## src/core/dserc_pkg.sv

```systemverilog
`default_nettype none
package dserc_pkg;
  // ----------------------------------------------------------------
  // Register map
  // ----------------------------------------------------------------
  localparam logic [7:0] OUT_POL_FAULT_ADDR = 8'h08;
  localparam logic [7:0] XLAT_SRC1_ADDR     = 8'h09;
  localparam logic [7:0] XLAT_DST1_ADDR     = 8'h0A;
  localparam logic [7:0] XLAT_SRC2_ADDR     = 8'h0B;
  localparam logic [7:0] XLAT_DST2_ADDR     = 8'h0C;
  localparam logic [7:0] BRIDGE_TIMING_ADDR = 8'h0D;
  localparam logic [7:0] DET_LIMIT_ADDR     = 8'h0F;
  localparam logic [7:0] DET_COUNT_ADDR     = 8'h10;
  localparam logic [7:0] CORR_LIMIT_ADDR    = 8'h11;
  localparam logic [7:0] CORR_COUNT_ADDR    = 8'h12;

  // ----------------------------------------------------------------
  // Field positions and reset values
  // ----------------------------------------------------------------
  localparam int VS_INV_BIT    = 7;
  localparam int HS_INV_BIT    = 6;
  localparam int MATCH_DBL_BIT = 4;
  localparam int STAGGER_BIT   = 3;
  localparam int AUTO_CLR_BIT  = 2;
  localparam int LOC_ACK_BIT   = 7;
  localparam int SEL_LSB       = 0;
  localparam int SEL_W         = 2;
  localparam int SETUP_LSB     = 5;
  localparam int SETUP_W       = 2;
  localparam int RATE_LSB      = 2;
  localparam int RATE_W        = 3;
  localparam int TIMEOUT_LSB   = 0;
  localparam int TIMEOUT_W     = 2;
  localparam int ADDR_LSB      = 1;
  localparam int ADDR_W        = 7;
  localparam logic [7:0] OUT_POL_RESET  = 8'h00;
  localparam logic [7:0] OUT_POL_WMASK  = 8'hDF;
  localparam logic [7:0] XLAT_WMASK     = 8'hFE;
  localparam logic [7:0] XLAT_RESET     = 8'h00;
  localparam logic [7:0] LIMIT_RESET    = 8'h00;
  localparam logic [1:0] SETUP_RESET    = 2'h1;
  localparam logic [2:0] RATE_RESET     = 3'h5;
  localparam logic [1:0] TIMEOUT_RESET  = 2'h2;

  // Error flag source codes
  localparam logic [1:0] SRC_DET  = 2'h0;
  localparam logic [1:0] SRC_CORR = 2'h1;
  // Timeout code that disables the remote timeout
  localparam logic [1:0] TIMEOUT_OFF = 2'h3;

  // ----------------------------------------------------------------
  // Timing
  // ----------------------------------------------------------------
  localparam int CLK_MHZ        = 50;
  localparam int AUTO_CLR_NS    = 1000;
  localparam int AUTO_CLR_CYC   = (AUTO_CLR_NS * CLK_MHZ + 999) / 1000;
  localparam int TO0_US = 64;
  localparam int TO1_US = 256;
  localparam int TO2_US = 1024;
  localparam int TO_WIDTH = 16;
  localparam logic [TO_WIDTH-1:0] TO0_CYC = TO_WIDTH'(TO0_US * CLK_MHZ);
  localparam logic [TO_WIDTH-1:0] TO1_CYC = TO_WIDTH'(TO1_US * CLK_MHZ);
  localparam logic [TO_WIDTH-1:0] TO2_CYC = TO_WIDTH'(TO2_US * CLK_MHZ);

  // ----------------------------------------------------------------
  // Carriers
  // ----------------------------------------------------------------
  typedef struct packed {
    logic       wrEn;
    logic       rdEn;
    logic [7:0] addr;
    logic [7:0] wdata;
  } dserc_reg_req_t;

  typedef struct packed {
    logic       verticalSync;
    logic       horizontalSync;
    logic       pixelOutBit0;
    logic       pixelOutBit1;
  } dserc_video_t;

  typedef struct packed {
    logic       valid;
    logic [6:0] addr;
  } dserc_i2c_addr_t;
endpackage
`default_nettype wire

```

## src/core/dserc_timeout.sv

```systemverilog
`default_nettype none
module dserc_timeout
  import dserc_pkg::*;
(
  input  wire logic       clk,
  input  wire logic       rst,
  input  wire logic [1:0] slaveRemoteTimeoutSel,
  input  wire logic       waitActive,
  output var  logic       timeoutPulse
);
  typedef struct packed {
    logic [TO_WIDTH-1:0] cnt;
    logic                pulse;
  } dserc_to_state_t;

  dserc_to_state_t st_q;
  dserc_to_state_t st_d;
  logic [TO_WIDTH-1:0] limit;

  always_comb begin
    case (slaveRemoteTimeoutSel)
      2'h0:    limit = TO0_CYC;
      2'h1:    limit = TO1_CYC;
      default: limit = TO2_CYC;
    endcase
    st_d = st_q;
    st_d.pulse = 1'b0;
    // Code 11 never fires; counter still held at zero
    if (!waitActive || slaveRemoteTimeoutSel == TIMEOUT_OFF) begin
      st_d.cnt = '0;
    end else if (st_q.cnt == limit - 1'b1) begin
      st_d.pulse = 1'b1;
      st_d.cnt   = '0;
    end else begin
      st_d.cnt = st_q.cnt + 1'b1;
    end
  end

  always_ff @(posedge clk or posedge rst) begin
    if (rst) begin
      st_q <= '0;
    end else begin
      st_q <= st_d;
    end
  end

  assign timeoutPulse = st_q.pulse;
endmodule // dserc_timeout
`default_nettype wire

```

## src/core/dserc_cfg.sv

```systemverilog
`default_nettype none
module dserc_cfg
  import dserc_pkg::*;
(
  input  wire logic            clk,
  input  wire logic            rst,
  input  wire dserc_reg_req_t  regReq,
  output var  logic [7:0]      regRdata,
  input  wire logic            syncEncodeEn,
  input  wire logic            syncTrackingEn,
  input  wire dserc_video_t    videoIn,
  output var  dserc_video_t    videoOut,
  input  wire logic            detectedFaultEvent,
  input  wire logic            correctedFaultEvent,
  output var  logic            faultFlag,
  output var  logic [7:0]      detectedFaultCount,
  output var  logic [7:0]      correctedFaultCount,
  input  wire dserc_i2c_addr_t i2cAddrIn,
  output var  dserc_i2c_addr_t i2cAddrOut,
  input  wire logic            slaveAddrPhase,
  input  wire logic            forwardChanUp,
  input  wire logic            remoteWait,
  output var  logic            localAck,
  output var  logic            remoteTimeout,
  output var  logic [1:0]      slaveSetupHoldSel,
  output var  logic [2:0]      masterRateSel,
  output var  logic            outputStaggerOff,
  output var  logic            matchedDoubleFlag
);
  // ----------------------------------------------------------------
  // State
  // ----------------------------------------------------------------
  typedef struct packed {
    logic [7:0]      outPol;
    logic [7:0]      src1;
    logic [7:0]      dst1;
    logic [7:0]      src2;
    logic [7:0]      dst2;
    logic            locAck;
    logic [1:0]      setupHold;
    logic [2:0]      rate;
    logic [1:0]      timeoutSel;
    logic [7:0]      detLimit;
    logic [7:0]      corrLimit;
    logic [7:0]      detCnt;
    logic [7:0]      corrCnt;
    logic            flag;
    logic            clrArmed;
    logic [7:0]      clrCnt;
    logic [7:0]      rdata;
    dserc_video_t    video;
    dserc_i2c_addr_t xlat;
    logic            ack;
    logic            toPulse;
  } dserc_cfg_state_t;

  dserc_cfg_state_t st_q;
  dserc_cfg_state_t st_d;
  logic             toPulse;

  // ----------------------------------------------------------------
  // Helpers
  // ----------------------------------------------------------------
  // Counters stick at full scale so a burst cannot wrap below the limit
  function automatic logic [7:0] sat_inc(input logic [7:0] v);
    return (v == 8'hFF) ? v : v + 8'h01;
  endfunction

  function automatic logic addr_hit(input logic [7:0] regv, input logic [6:0] a);
    return regv[ADDR_LSB +: ADDR_W] == a;
  endfunction

  // ----------------------------------------------------------------
  // Remote timeout
  // ----------------------------------------------------------------
  // Pulse is registered again below so the port leaves a flop here too
  dserc_timeout u_timeout (
    .clk                   (clk),
    .rst                   (rst),
    .slaveRemoteTimeoutSel (st_q.timeoutSel),
    .waitActive            (remoteWait),
    .timeoutPulse          (toPulse)
  );

  always_comb begin
    logic detOver;
    logic corrOver;
    logic vsInv;
    logic hsInv;
    detOver  = 1'b0;
    corrOver = 1'b0;
    vsInv    = 1'b0;
    hsInv    = 1'b0;
    st_d = st_q;

    // ----------------------------------------------------------------
    // Register writes
    // ----------------------------------------------------------------
    if (regReq.wrEn) begin
      case (regReq.addr)
        OUT_POL_FAULT_ADDR: begin
          st_d.outPol = regReq.wdata & OUT_POL_WMASK;
          // Matched flag only takes when encoding off and tracking on
          if (syncEncodeEn || !syncTrackingEn) begin
            st_d.outPol[MATCH_DBL_BIT] = st_q.outPol[MATCH_DBL_BIT];
          end
        end
        // Reserved bit 0 is dropped on the way in, so it always reads 0
        XLAT_SRC1_ADDR: begin
          st_d.src1 = regReq.wdata & XLAT_WMASK;
        end
        XLAT_DST1_ADDR: begin
          st_d.dst1 = regReq.wdata & XLAT_WMASK;
        end
        XLAT_SRC2_ADDR: begin
          st_d.src2 = regReq.wdata & XLAT_WMASK;
        end
        XLAT_DST2_ADDR: begin
          st_d.dst2 = regReq.wdata & XLAT_WMASK;
        end
        BRIDGE_TIMING_ADDR: begin
          st_d.locAck     = regReq.wdata[LOC_ACK_BIT];
          st_d.setupHold  = regReq.wdata[SETUP_LSB +: SETUP_W];
          st_d.rate       = regReq.wdata[RATE_LSB +: RATE_W];
          st_d.timeoutSel = regReq.wdata[TIMEOUT_LSB +: TIMEOUT_W];
        end
        // Limits take any value; a limit of 0xFF can never be exceeded
        DET_LIMIT_ADDR: begin
          st_d.detLimit = regReq.wdata;
        end
        CORR_LIMIT_ADDR: begin
          st_d.corrLimit = regReq.wdata;
        end
        default: ;
      endcase
    end

    // ----------------------------------------------------------------
    // Register reads, unmapped reads as zero
    // ----------------------------------------------------------------
    // Read data holds until the next read strobe
    if (regReq.rdEn) begin
      case (regReq.addr)
        OUT_POL_FAULT_ADDR: begin
          st_d.rdata = st_q.outPol;
        end
        XLAT_SRC1_ADDR: begin
          st_d.rdata = st_q.src1;
        end
        XLAT_DST1_ADDR: begin
          st_d.rdata = st_q.dst1;
        end
        XLAT_SRC2_ADDR: begin
          st_d.rdata = st_q.src2;
        end
        XLAT_DST2_ADDR: begin
          st_d.rdata = st_q.dst2;
        end
        BRIDGE_TIMING_ADDR: begin
          st_d.rdata = {st_q.locAck, st_q.setupHold, st_q.rate,
                        st_q.timeoutSel};
        end
        DET_LIMIT_ADDR: begin
          st_d.rdata = st_q.detLimit;
        end
        DET_COUNT_ADDR: begin
          st_d.rdata = st_q.detCnt;
        end
        CORR_LIMIT_ADDR: begin
          st_d.rdata = st_q.corrLimit;
        end
        CORR_COUNT_ADDR: begin
          st_d.rdata = st_q.corrCnt;
        end
        default:            st_d.rdata = 8'h00;
      endcase
    end

    // ----------------------------------------------------------------
    // Error counters and flag
    // ----------------------------------------------------------------
    detOver  = st_q.detCnt > st_q.detLimit;
    corrOver = st_q.corrCnt > st_q.corrLimit;
    case (st_q.outPol[SEL_LSB +: SEL_W])
      SRC_DET: begin
        st_d.flag = detOver;
      end
      SRC_CORR: begin
        st_d.flag = corrOver;
      end
      // Both upper codes watch either counter
      default: begin
        st_d.flag = detOver || corrOver;
      end
    endcase

    // ----------------------------------------------------------------
    // Auto-clear
    // ----------------------------------------------------------------
    // Clear counter runs from the flag's rising edge
    if (st_q.clrArmed) begin
      st_d.clrCnt = st_q.clrCnt + 8'h01;
    end else if (st_q.outPol[AUTO_CLR_BIT] && st_d.flag && !st_q.flag) begin
      st_d.clrArmed = 1'b1;
      st_d.clrCnt   = 8'h01;
    end

    if (detectedFaultEvent) begin
      st_d.detCnt = sat_inc(st_q.detCnt);
    end
    if (correctedFaultEvent) begin
      st_d.corrCnt = sat_inc(st_q.corrCnt);
    end
    // Clear beats a same-cycle count; one lost event is accepted
    if (st_q.clrArmed && st_q.clrCnt == 8'(AUTO_CLR_CYC)) begin
      st_d.detCnt   = 8'h00;
      st_d.corrCnt  = 8'h00;
      st_d.clrArmed = 1'b0;
      st_d.clrCnt   = 8'h00;
    end
    if (!st_q.outPol[AUTO_CLR_BIT]) begin
      st_d.clrArmed = 1'b0;
      st_d.clrCnt   = 8'h00;
    end

    // ----------------------------------------------------------------
    // Output inversion
    // ----------------------------------------------------------------
    // Mismatched single/double mode makes inversion unsafe; software keeps off
    vsInv = st_q.outPol[VS_INV_BIT];
    hsInv = st_q.outPol[HS_INV_BIT];
    st_d.video = videoIn;
    if (syncEncodeEn) begin
      st_d.video.verticalSync   = videoIn.verticalSync ^ vsInv;
      st_d.video.horizontalSync = videoIn.horizontalSync ^ hsInv;
    end else begin
      st_d.video.pixelOutBit0 = videoIn.pixelOutBit0 ^ vsInv;
      st_d.video.pixelOutBit1 = videoIn.pixelOutBit1 ^ hsInv;
    end

    // ----------------------------------------------------------------
    // I2C bridge
    // ----------------------------------------------------------------
    // First pair wins when both sources hold the same address
    st_d.xlat = i2cAddrIn;
    if (i2cAddrIn.valid && addr_hit(st_q.src1, i2cAddrIn.addr)) begin
      st_d.xlat.addr = st_q.dst1[ADDR_LSB +: ADDR_W];
    end else if (i2cAddrIn.valid && addr_hit(st_q.src2, i2cAddrIn.addr)) begin
      st_d.xlat.addr = st_q.dst2[ADDR_LSB +: ADDR_W];
    end
    st_d.ack     = slaveAddrPhase && !forwardChanUp && st_q.locAck;
    st_d.toPulse = toPulse;
  end

  // ----------------------------------------------------------------
  // Registered state
  // ----------------------------------------------------------------
  always_ff @(posedge clk or posedge rst) begin
    if (rst) begin
      // Blanket clear first, then the fields with named reset values
      st_q            <= '0;
      st_q.outPol     <= OUT_POL_RESET;
      st_q.src1       <= XLAT_RESET;
      st_q.dst1       <= XLAT_RESET;
      st_q.src2       <= XLAT_RESET;
      st_q.dst2       <= XLAT_RESET;
      st_q.setupHold  <= SETUP_RESET;
      st_q.rate       <= RATE_RESET;
      st_q.timeoutSel <= TIMEOUT_RESET;
      st_q.detLimit   <= LIMIT_RESET;
      st_q.corrLimit  <= LIMIT_RESET;
    end else begin
      st_q <= st_d;
    end
  end

  // ----------------------------------------------------------------
  // Outputs
  // ----------------------------------------------------------------
  assign regRdata            = st_q.rdata;
  assign videoOut            = st_q.video;
  assign faultFlag           = st_q.flag;
  assign detectedFaultCount  = st_q.detCnt;
  assign correctedFaultCount = st_q.corrCnt;
  assign i2cAddrOut          = st_q.xlat;
  assign localAck            = st_q.ack;
  assign remoteTimeout       = st_q.toPulse;
  assign slaveSetupHoldSel   = st_q.setupHold;
  assign masterRateSel       = st_q.rate;
  assign outputStaggerOff    = st_q.outPol[STAGGER_BIT];
  assign matchedDoubleFlag   = st_q.outPol[MATCH_DBL_BIT];
endmodule // dserc_cfg
`default_nettype wire

```

## config.mk

```make
export PLATFORM = sky130hd
export DESIGN_NAME = dserc_cfg
export DESIGN_NICKNAME = d
export VERILOG_FILES = /design/src/core/dserc_pkg.sv /design/src/core/dserc_timeout.sv /design/src/core/dserc_cfg.sv
export SDC_FILE = /design/constraint.sdc
export NUM_CORES = 1
export LEC_CHECK = 0
export BUFFER_PORTS_ARGS = -buffer_cell sky130_fd_sc_hd__buf_4
export CAP_MARGIN = 20
export CELL_PAD_IN_SITES_DETAIL_PLACEMENT = 1
export CELL_PAD_IN_SITES_GLOBAL_PLACEMENT = 2
export CORE_MARGIN = 3
export CORE_UTILIZATION = 42
export CTS_BUF_LIST = sky130_fd_sc_hd__clkbuf_2
export CTS_CLUSTER_SIZE = 12
export DETAILED_ROUTE_END_ITERATION = 10
export HOLD_SLACK_MARGIN = 0.12
export PLACE_DENSITY = 0.88
export SYNTH_ARGS = -nofsm -noshare
export SYNTH_HDL_FRONTEND = slang
export SYNTH_SLANG_ARGS = --single-unit
export TNS_END_PERCENT = 30
```

## constraint.sdc

```tcl
create_clock -name clk -period 9 [get_ports clk]
set_input_delay 0.45 -clock clk [delete_from_list [all_inputs] [get_ports clk]]
set_output_delay 0.45 -clock clk [all_outputs]
set_load 0.01 [all_outputs]
```

==> results.json, run 1 <==
{
  "outcome": "complete, no violations",
  "startpoint_type": "flip-flop",
  "cts.sinks": 124,
  "first_pass_iters": 5,
  "grt_start_max_net_pins": 68,
  "p_sw_w": 0.0004921,
  "clkTransAtPathRegs_ps": 220,
  "antenna_found_initial": 1,
  "synth-main-ff-cell": "dfrtp_1",
  "die_h_um": 134.1,
  "initial_utilization": 0.4321,
  "relSlewSlack": 0.3659,
  "synth_edf_count": 0,
  "hold_ws_ps": 204.4,
  "p_int_w": 0.0009922,
  "power_density_nw_per_um2": 184.6,
  "combPwrFrac": 0.238,
  "reg2regPathDepth": 7,
  "required_ps": 9590,
  "layout-drive-gt1-share": 0.2605,
  "fin_crit_sh": 0.3280,
  "cts_buffer_depth": 2,
  "ys_seq_elements": 124,
  "cp_data_arrival_time_ps": 3540,
  "finalSetupViolCount": 0,
  "tightestPinTransition_ps": 944.1,
  "coreArea_um2": 15940,
  "fin_ws_ps": 6048,
  "rows": 46,
  "drt_iter0_drc": 288,
  "yosys-top-cells-count": "dfrtp_1, mux2_2, nor2_1",
  "synth_seq_area_share": 0.4511,
  "min_period_ps": 2952,
  "switching_share": 0.3316,
  "io_buffer_count": 84,
  "track_usage": 0.2239,
  "final_util": 0.5043,
  "clockPowerShare": 0.292,
  "synth_fp_nets": 710,
  "ys_top_cells_by_area": "dfrtp_1, mux2_2, buf_4, ha_1, xnor2_1",
  "drv_cap": 0,
  "die_width_um": 134.1,
  "synth_cells": 648,
  "hp-class": "in2reg",
  "synth_top_area_cell": "dfrtp_1",
  "finalMaxSlewViolations": 0,
  "vias": 5286,
  "pre_cts_ws_ps": 6088,
  "cts_buffers": 17,
  "rsz0062_at_grt": "false",
  "nNetsFinal": 790,
  "fmax_mhz": 338.8,
  "synthMostInstantiatedCell": "dfrtp_1",
  "avgSynthCellArea_um2": 10.63,
  "cts_root_buf": "clkbuf_2",
  "worstSetupPathType": "reg2reg",
  "wl_per_cell_um": 20.50,
  "n_fill_cell": 1805,
  "leakage_nw": 3.684,
  "drc_errors": 0,
  "hpwl_mm": 13.79,
  "wl_mm": 19.64,
  "grt_overflow": 0,
  "io_pins": 85,
  "p_seq_frac": 0.471,
  "gp_congestion": 0.8661,
  "synth.cell_area_um2": 6889,
  "grt_first_pass_wirelength_mm": 31.46,
  "yosys_warnings": 0,
  "synth_top_area_frac": 0.4359,
  "yosys.cell_types.count": 57,
  "fin_worst_skew_ps": 35.57,
  "tns_ps": 0,
  "min_delay_path_depth": 3,
  "end_kind": "flip-flop",
  "ir_drop_mv": 0.07601,
  "synthToLayoutAreaGrowth_pct": 16.71,
  "clock_latency_ps": 720,
  "h-tree-depth": 4,
  "worstPathMaxFanout": 19,
  "die_area_um2": 17970,
  "final_hold_viol_count": 0,
  "first_global_vias": 5742,
  "ys_async_sr_fraction": 1.000,
  "viasPerCell": 5.518,
  "cts_tree": "done",
  "antenna_left": 0
}
path summary, 6_finish.rpt:
kind	from	end	slack [ps]
max	st_q[22]	st_q[29]	6050
min	syncTrackingEn	matchedDoubleFlag	200
max reg2reg	st_q[22]	st_q[29]	6050
min reg2reg	u_timeout.timeoutPulse	remoteTimeout	390
max in group asynchronous	rst	detectedFaultCount[3]	7180
min in group asynchronous	rst	i2cAddrOut[1]	400
what timing repair did:
item / 4_1_cts / 5_1_grt
buffers inserted: 0 / 0
endpoints found under the hold margin: 138 / 0
resized for setup: 0 / 0
hold buffers: 31 / 0
sequential cells by signal, indices dropped and copies added, names as in the netlist, 2 cells and up:
signal,count
correctedFaultCount,8
detectedFaultCount,8
slaveSetupHoldSel,2
regRdata,8
u_timeout.st_q,16
i2cAddrOut,8
masterRateSel,3
videoOut,4
st_q,61
stage by stage:
stage	cell area [um2]	cells	total power, W
2_1_floorplan	6889	648	0.0009227
3_3_place_gp	7430	894	0.001029
3_5_place_dp	7430	894	0.001046
4_1_cts	8038	957	0.001496
5_1_grt	8040	958	0.001576
6_report	8040	958	0.001484
per-layer routing:
layer  wire length (um)  GRT usage  up-vias
met1               8898     0.2974     2662
met5                  0          0        -
met3                856    0.04464       39
met2               9481     0.3695      146
li1                   -          -     2439
met4                404    0.07523        0
cell type report:
class,instances,area (um2),area share
repair buffers,116,948.4,0.1180
diodes,1,2.502,0.0003112
clock buffers,21,105.1,0.01307
inverters,31,118.9,0.01478
flip-flops and latches,124,3108,0.3866
multi-input cells,438,3294,0.4097
well taps,216,270.3,0.03361
clock inverters,11,192.7,0.02397
cells in the final DEF, fill, tap and decap left out, drive strengths merged, types with 21 or more instances in the layout:
cell	n
mux2i	23
mux2	65
nand2	39
nor2	56
clkbuf	21
ha	23
xor2	22
dlygate4sd3	31
dfrtp	120
buf	85
xnor2	27
inv	30
power groups by stage:
stage	registers [W]	clock network [W]	logic (W)
finish	0.000699	0.000433	0.000353
global route	0.000711	0.000472	0.000393
CTS	0.000698	0.000443	0.000355
detailed placement	0.000706	0	0.000340
global placement	0.000705	0	0.000324
floorplan	0.000668	0	0.000255
critical path: stages (launching register included):
cell and delay (ps):
dfrtp_1 450, inv_1 130, ha_1 160, or4b_4 470, nor4_4 800, or3_1 460
nor4_1 110, a211o_1 280
cells by family (layout without fill, tap and decap cells):
logic type      count (synthesis)  in the layout  share of synthesized area
simple gates                  188            188                     0.1417
flops                         124            124                     0.4511
compound gates                 89             89                    0.08954
mux                            89             89                     0.1429
buf+inv                        86            179                    0.07065
xor+xnor                       49             49                    0.06230
fa+ha+maj                      23             23                    0.04177
other cells                     0              1                          0
Power figures use the tool's default switching activity.
==> run 2: changes to the inputs <==
--- a/config.mk
+++ b/config.mk
@@ -10,12 +10,12 @@
 export CELL_PAD_IN_SITES_DETAIL_PLACEMENT = 1
 export CELL_PAD_IN_SITES_GLOBAL_PLACEMENT = 2
 export CORE_MARGIN = 3
-export CORE_UTILIZATION = 42
+export CORE_UTILIZATION = 39
 export CTS_BUF_LIST = sky130_fd_sc_hd__clkbuf_2
 export CTS_CLUSTER_SIZE = 12
 export DETAILED_ROUTE_END_ITERATION = 10
 export HOLD_SLACK_MARGIN = 0.12
-export PLACE_DENSITY = 0.88
+export PLACE_DENSITY = 0.83
 export SYNTH_ARGS = -nofsm -noshare
 export SYNTH_HDL_FRONTEND = slang
 export SYNTH_SLANG_ARGS = --single-unit
==> constraint.sdc (replaced) <==
create_clock -name clk -period 3 [get_ports clk]
set_input_delay 0.15 -clock clk [delete_from_list [all_inputs] [get_ports clk]]
set_output_delay 0.15 -clock clk [all_outputs]
set_load 0.01 [all_outputs]
==> results.json, run 2 (synthesized netlist as in run 1, its figures left out) <==
{
  "power_density_nw_per_um2": 519.3,
  "switching_share": 0.3428,
  "worstSetupPathType": "reg2reg",
  "required_ps": 3610,
  "clockPowerShare": 0.263,
  "cts.sinks": 124,
  "p_sw_w": 0.001478,
  "hold_end": "st_q[76]",
  "ctsResizeCount": 0,
  "min_delay_path_depth": 4,
  "combPwrFrac": 0.257,
  "path_buf_inv": 1,
  "io_pins": 85,
  "first_global_vias": 5760,
  "cts_buffers": 17,
  "largest_register_ff_count": 61,
  "tightestPinTransition_ps": 921.4,
  "wl_per_cell_um": 20.52,
  "end_kind": "flip-flop",
  "post-cts-setup-buffers": 0,
  "r2r_end": "i2cAddrOut[3]",
  "hpwl_mm": 14.25,
  "ir_drop_mv": 0.2341,
  "crit_slowest_cell": "nor2_1",
  "nNetsFinal": 819,
  "finalMaxSlewViolations": 0,
  "drc_errors": 0,
  "final_common_cell": "dfrtp_1",
  "grt_first_pass_wirelength_mm": 32.75,
  "rsz0062_at_grt": "false",
  "p_int_w": 0.002832,
  "regArea_um2": 3108,
  "mostFrequentLayoutCells": "dfrtp_1, buf_4, mux2_2",
  "relSlewSlack": 0.3835,
  "crit_family": "simple AND/OR/NAND/NOR gates",
  "p_seq_frac": 0.480,
  "drv_cap": 0,
  "cts_buffer_depth": 2,
  "antenna_left": 0,
  "cp_data_arrival_time_ps": 3440,
  "wl_mm": 20.34,
  "antenna_found_initial": 1,
  "final_hold_viol_count": 0,
  "clkTransAtPathRegs_ps": 190,
  "layout-drive-gt1-share": 0.2558,
  "leakage_nw": 3.781,
  "min_period_ps": 2838,
  "initial_utilization": 0.4068,
  "path_cells": "xnor2_1 -> nand4_1 -> nor2_1 -> mux2i_1 -> o21ai_0 -> dlygate4sd3_1",
  "die_width_um": 138.9,
  "io_buffer_count": 84,
  "outcome": "complete, no violations",
  "coreArea_um2": 16940,
  "max_stage_delay_ps": 720,
  "grt_start_max_net_pins": 55,
  "tns_ps": 0,
  "final_util": 0.4901,
  "synthToLayoutAreaGrowth_pct": 20.49,
  "h-tree-depth": 4,
  "first_pass_iters": 5,
  "largest-register": "st_q",
  "grt_overflow": 0,
  "worstPathMaxFanout": 7,
  "viasPerCell": 5.536,
  "fmax_mhz": 352.4,
  "finalSetupViolCount": 0,
  "clock_latency_ps": 700,
  "startpoint_type": "flip-flop",
  "r2r-start": "st_q[87]",
  "rows": 47,
  "r2r_slack_ps": 160,
  "fin_crit_sh": 0.9459,
  "reg2regPathDepth": 6,
  "largestRegisters": "st_q (61), u_timeout.st_q (16)",
  "track_usage": 0.2133,
  "dpl.cell_count": 902,
  "fin_worst_skew_ps": 21.68,
  "cts_root_buf": "clkbuf_2",
  "drt_iter0_drc": 292,
  "n_fill_cell": 1899,
  "finish.cell_count_without_fillers": 991,
  "min_from": "regReq[10]",
  "multi_input_area_um2": 3294,
  "cts_tree": "done",
  "die_area_um2": 19290,
  "die_h_um": 138.9,
  "gp_congestion": 0.8759,
  "hp-class": "in2reg",
  "vias": 5486
}
run 2: worst register-to-register path: cells and delay by family (launching register included):
kind,cells,cell delay [ps]
simple gates,2,880
buf+inv,1,630
flops,1,450
mux,1,350
xor+xnor,1,280
compound gates,1,150
run 2: worst max path at each step:
stage | startpoint | endpoint | cells past startpoint
final | st_q[87] | i2cAddrOut[3] | 6
after global routing | st_q[87] | i2cAddrOut[3] | 6
after CTS | regReq[14] | masterRateSel[1] | 8
after detailed placement | regReq[13] | st_q[71] | 6
after global placement | regReq[13] | matchedDoubleFlag | 6
after floorplan | st_q[22] | st_q[25] | 8
run 2: layout make-up:
class,count,area share
sequential,124,0.3744
antenna,1,0.0003015
tap,220,0.03316
multi-input combinational,438,0.3969
clock inverter,14,0.02035
inverter,31,0.01447
clock buffer,18,0.01085
timing repair buffer,145,0.1495
run 2: timing repair:
action / 4_1_cts / 5_1_grt
setup endpoints to repair: 0 / 0
hold endpoints to repair: 207 / 0
hold buffers: 56 / 0
run 2: power groups by stage:
stage	combinational (W)	sequential (W)	clock, W
global placement	0.00101	0.00209	0
detailed placement	0.00106	0.00210	0
floorplan	0.000766	0.00200	0
finish	0.00111	0.00207	0.00113
global route	0.00123	0.00211	0.00125
CTS	0.00112	0.00207	0.00118
run 2: per-stage QoR:
step	cell area [um2]	hold WS [ps]	worst slack [ps]	total power (W)
after floorplan	6893	181.4	800.3	0.002769
after CTS	8298	150.9	402.1	0.004371
after detailed placement	7478	287.0	665.0	0.003158
after global placement	7478	284.3	723.6	0.003100
after global routing	8300	191.1	94.24	0.004586
final	8300	230.7	162.4	0.004310
run 2: per-layer routing:
metal  GRT usage  up-vias  wire length, um
li1            -     2502                -
met1      0.2926     2819             9361
met2      0.3480      138             9832
met3     0.03897       27              830
met4     0.06025        0              312
met5           0        -                0
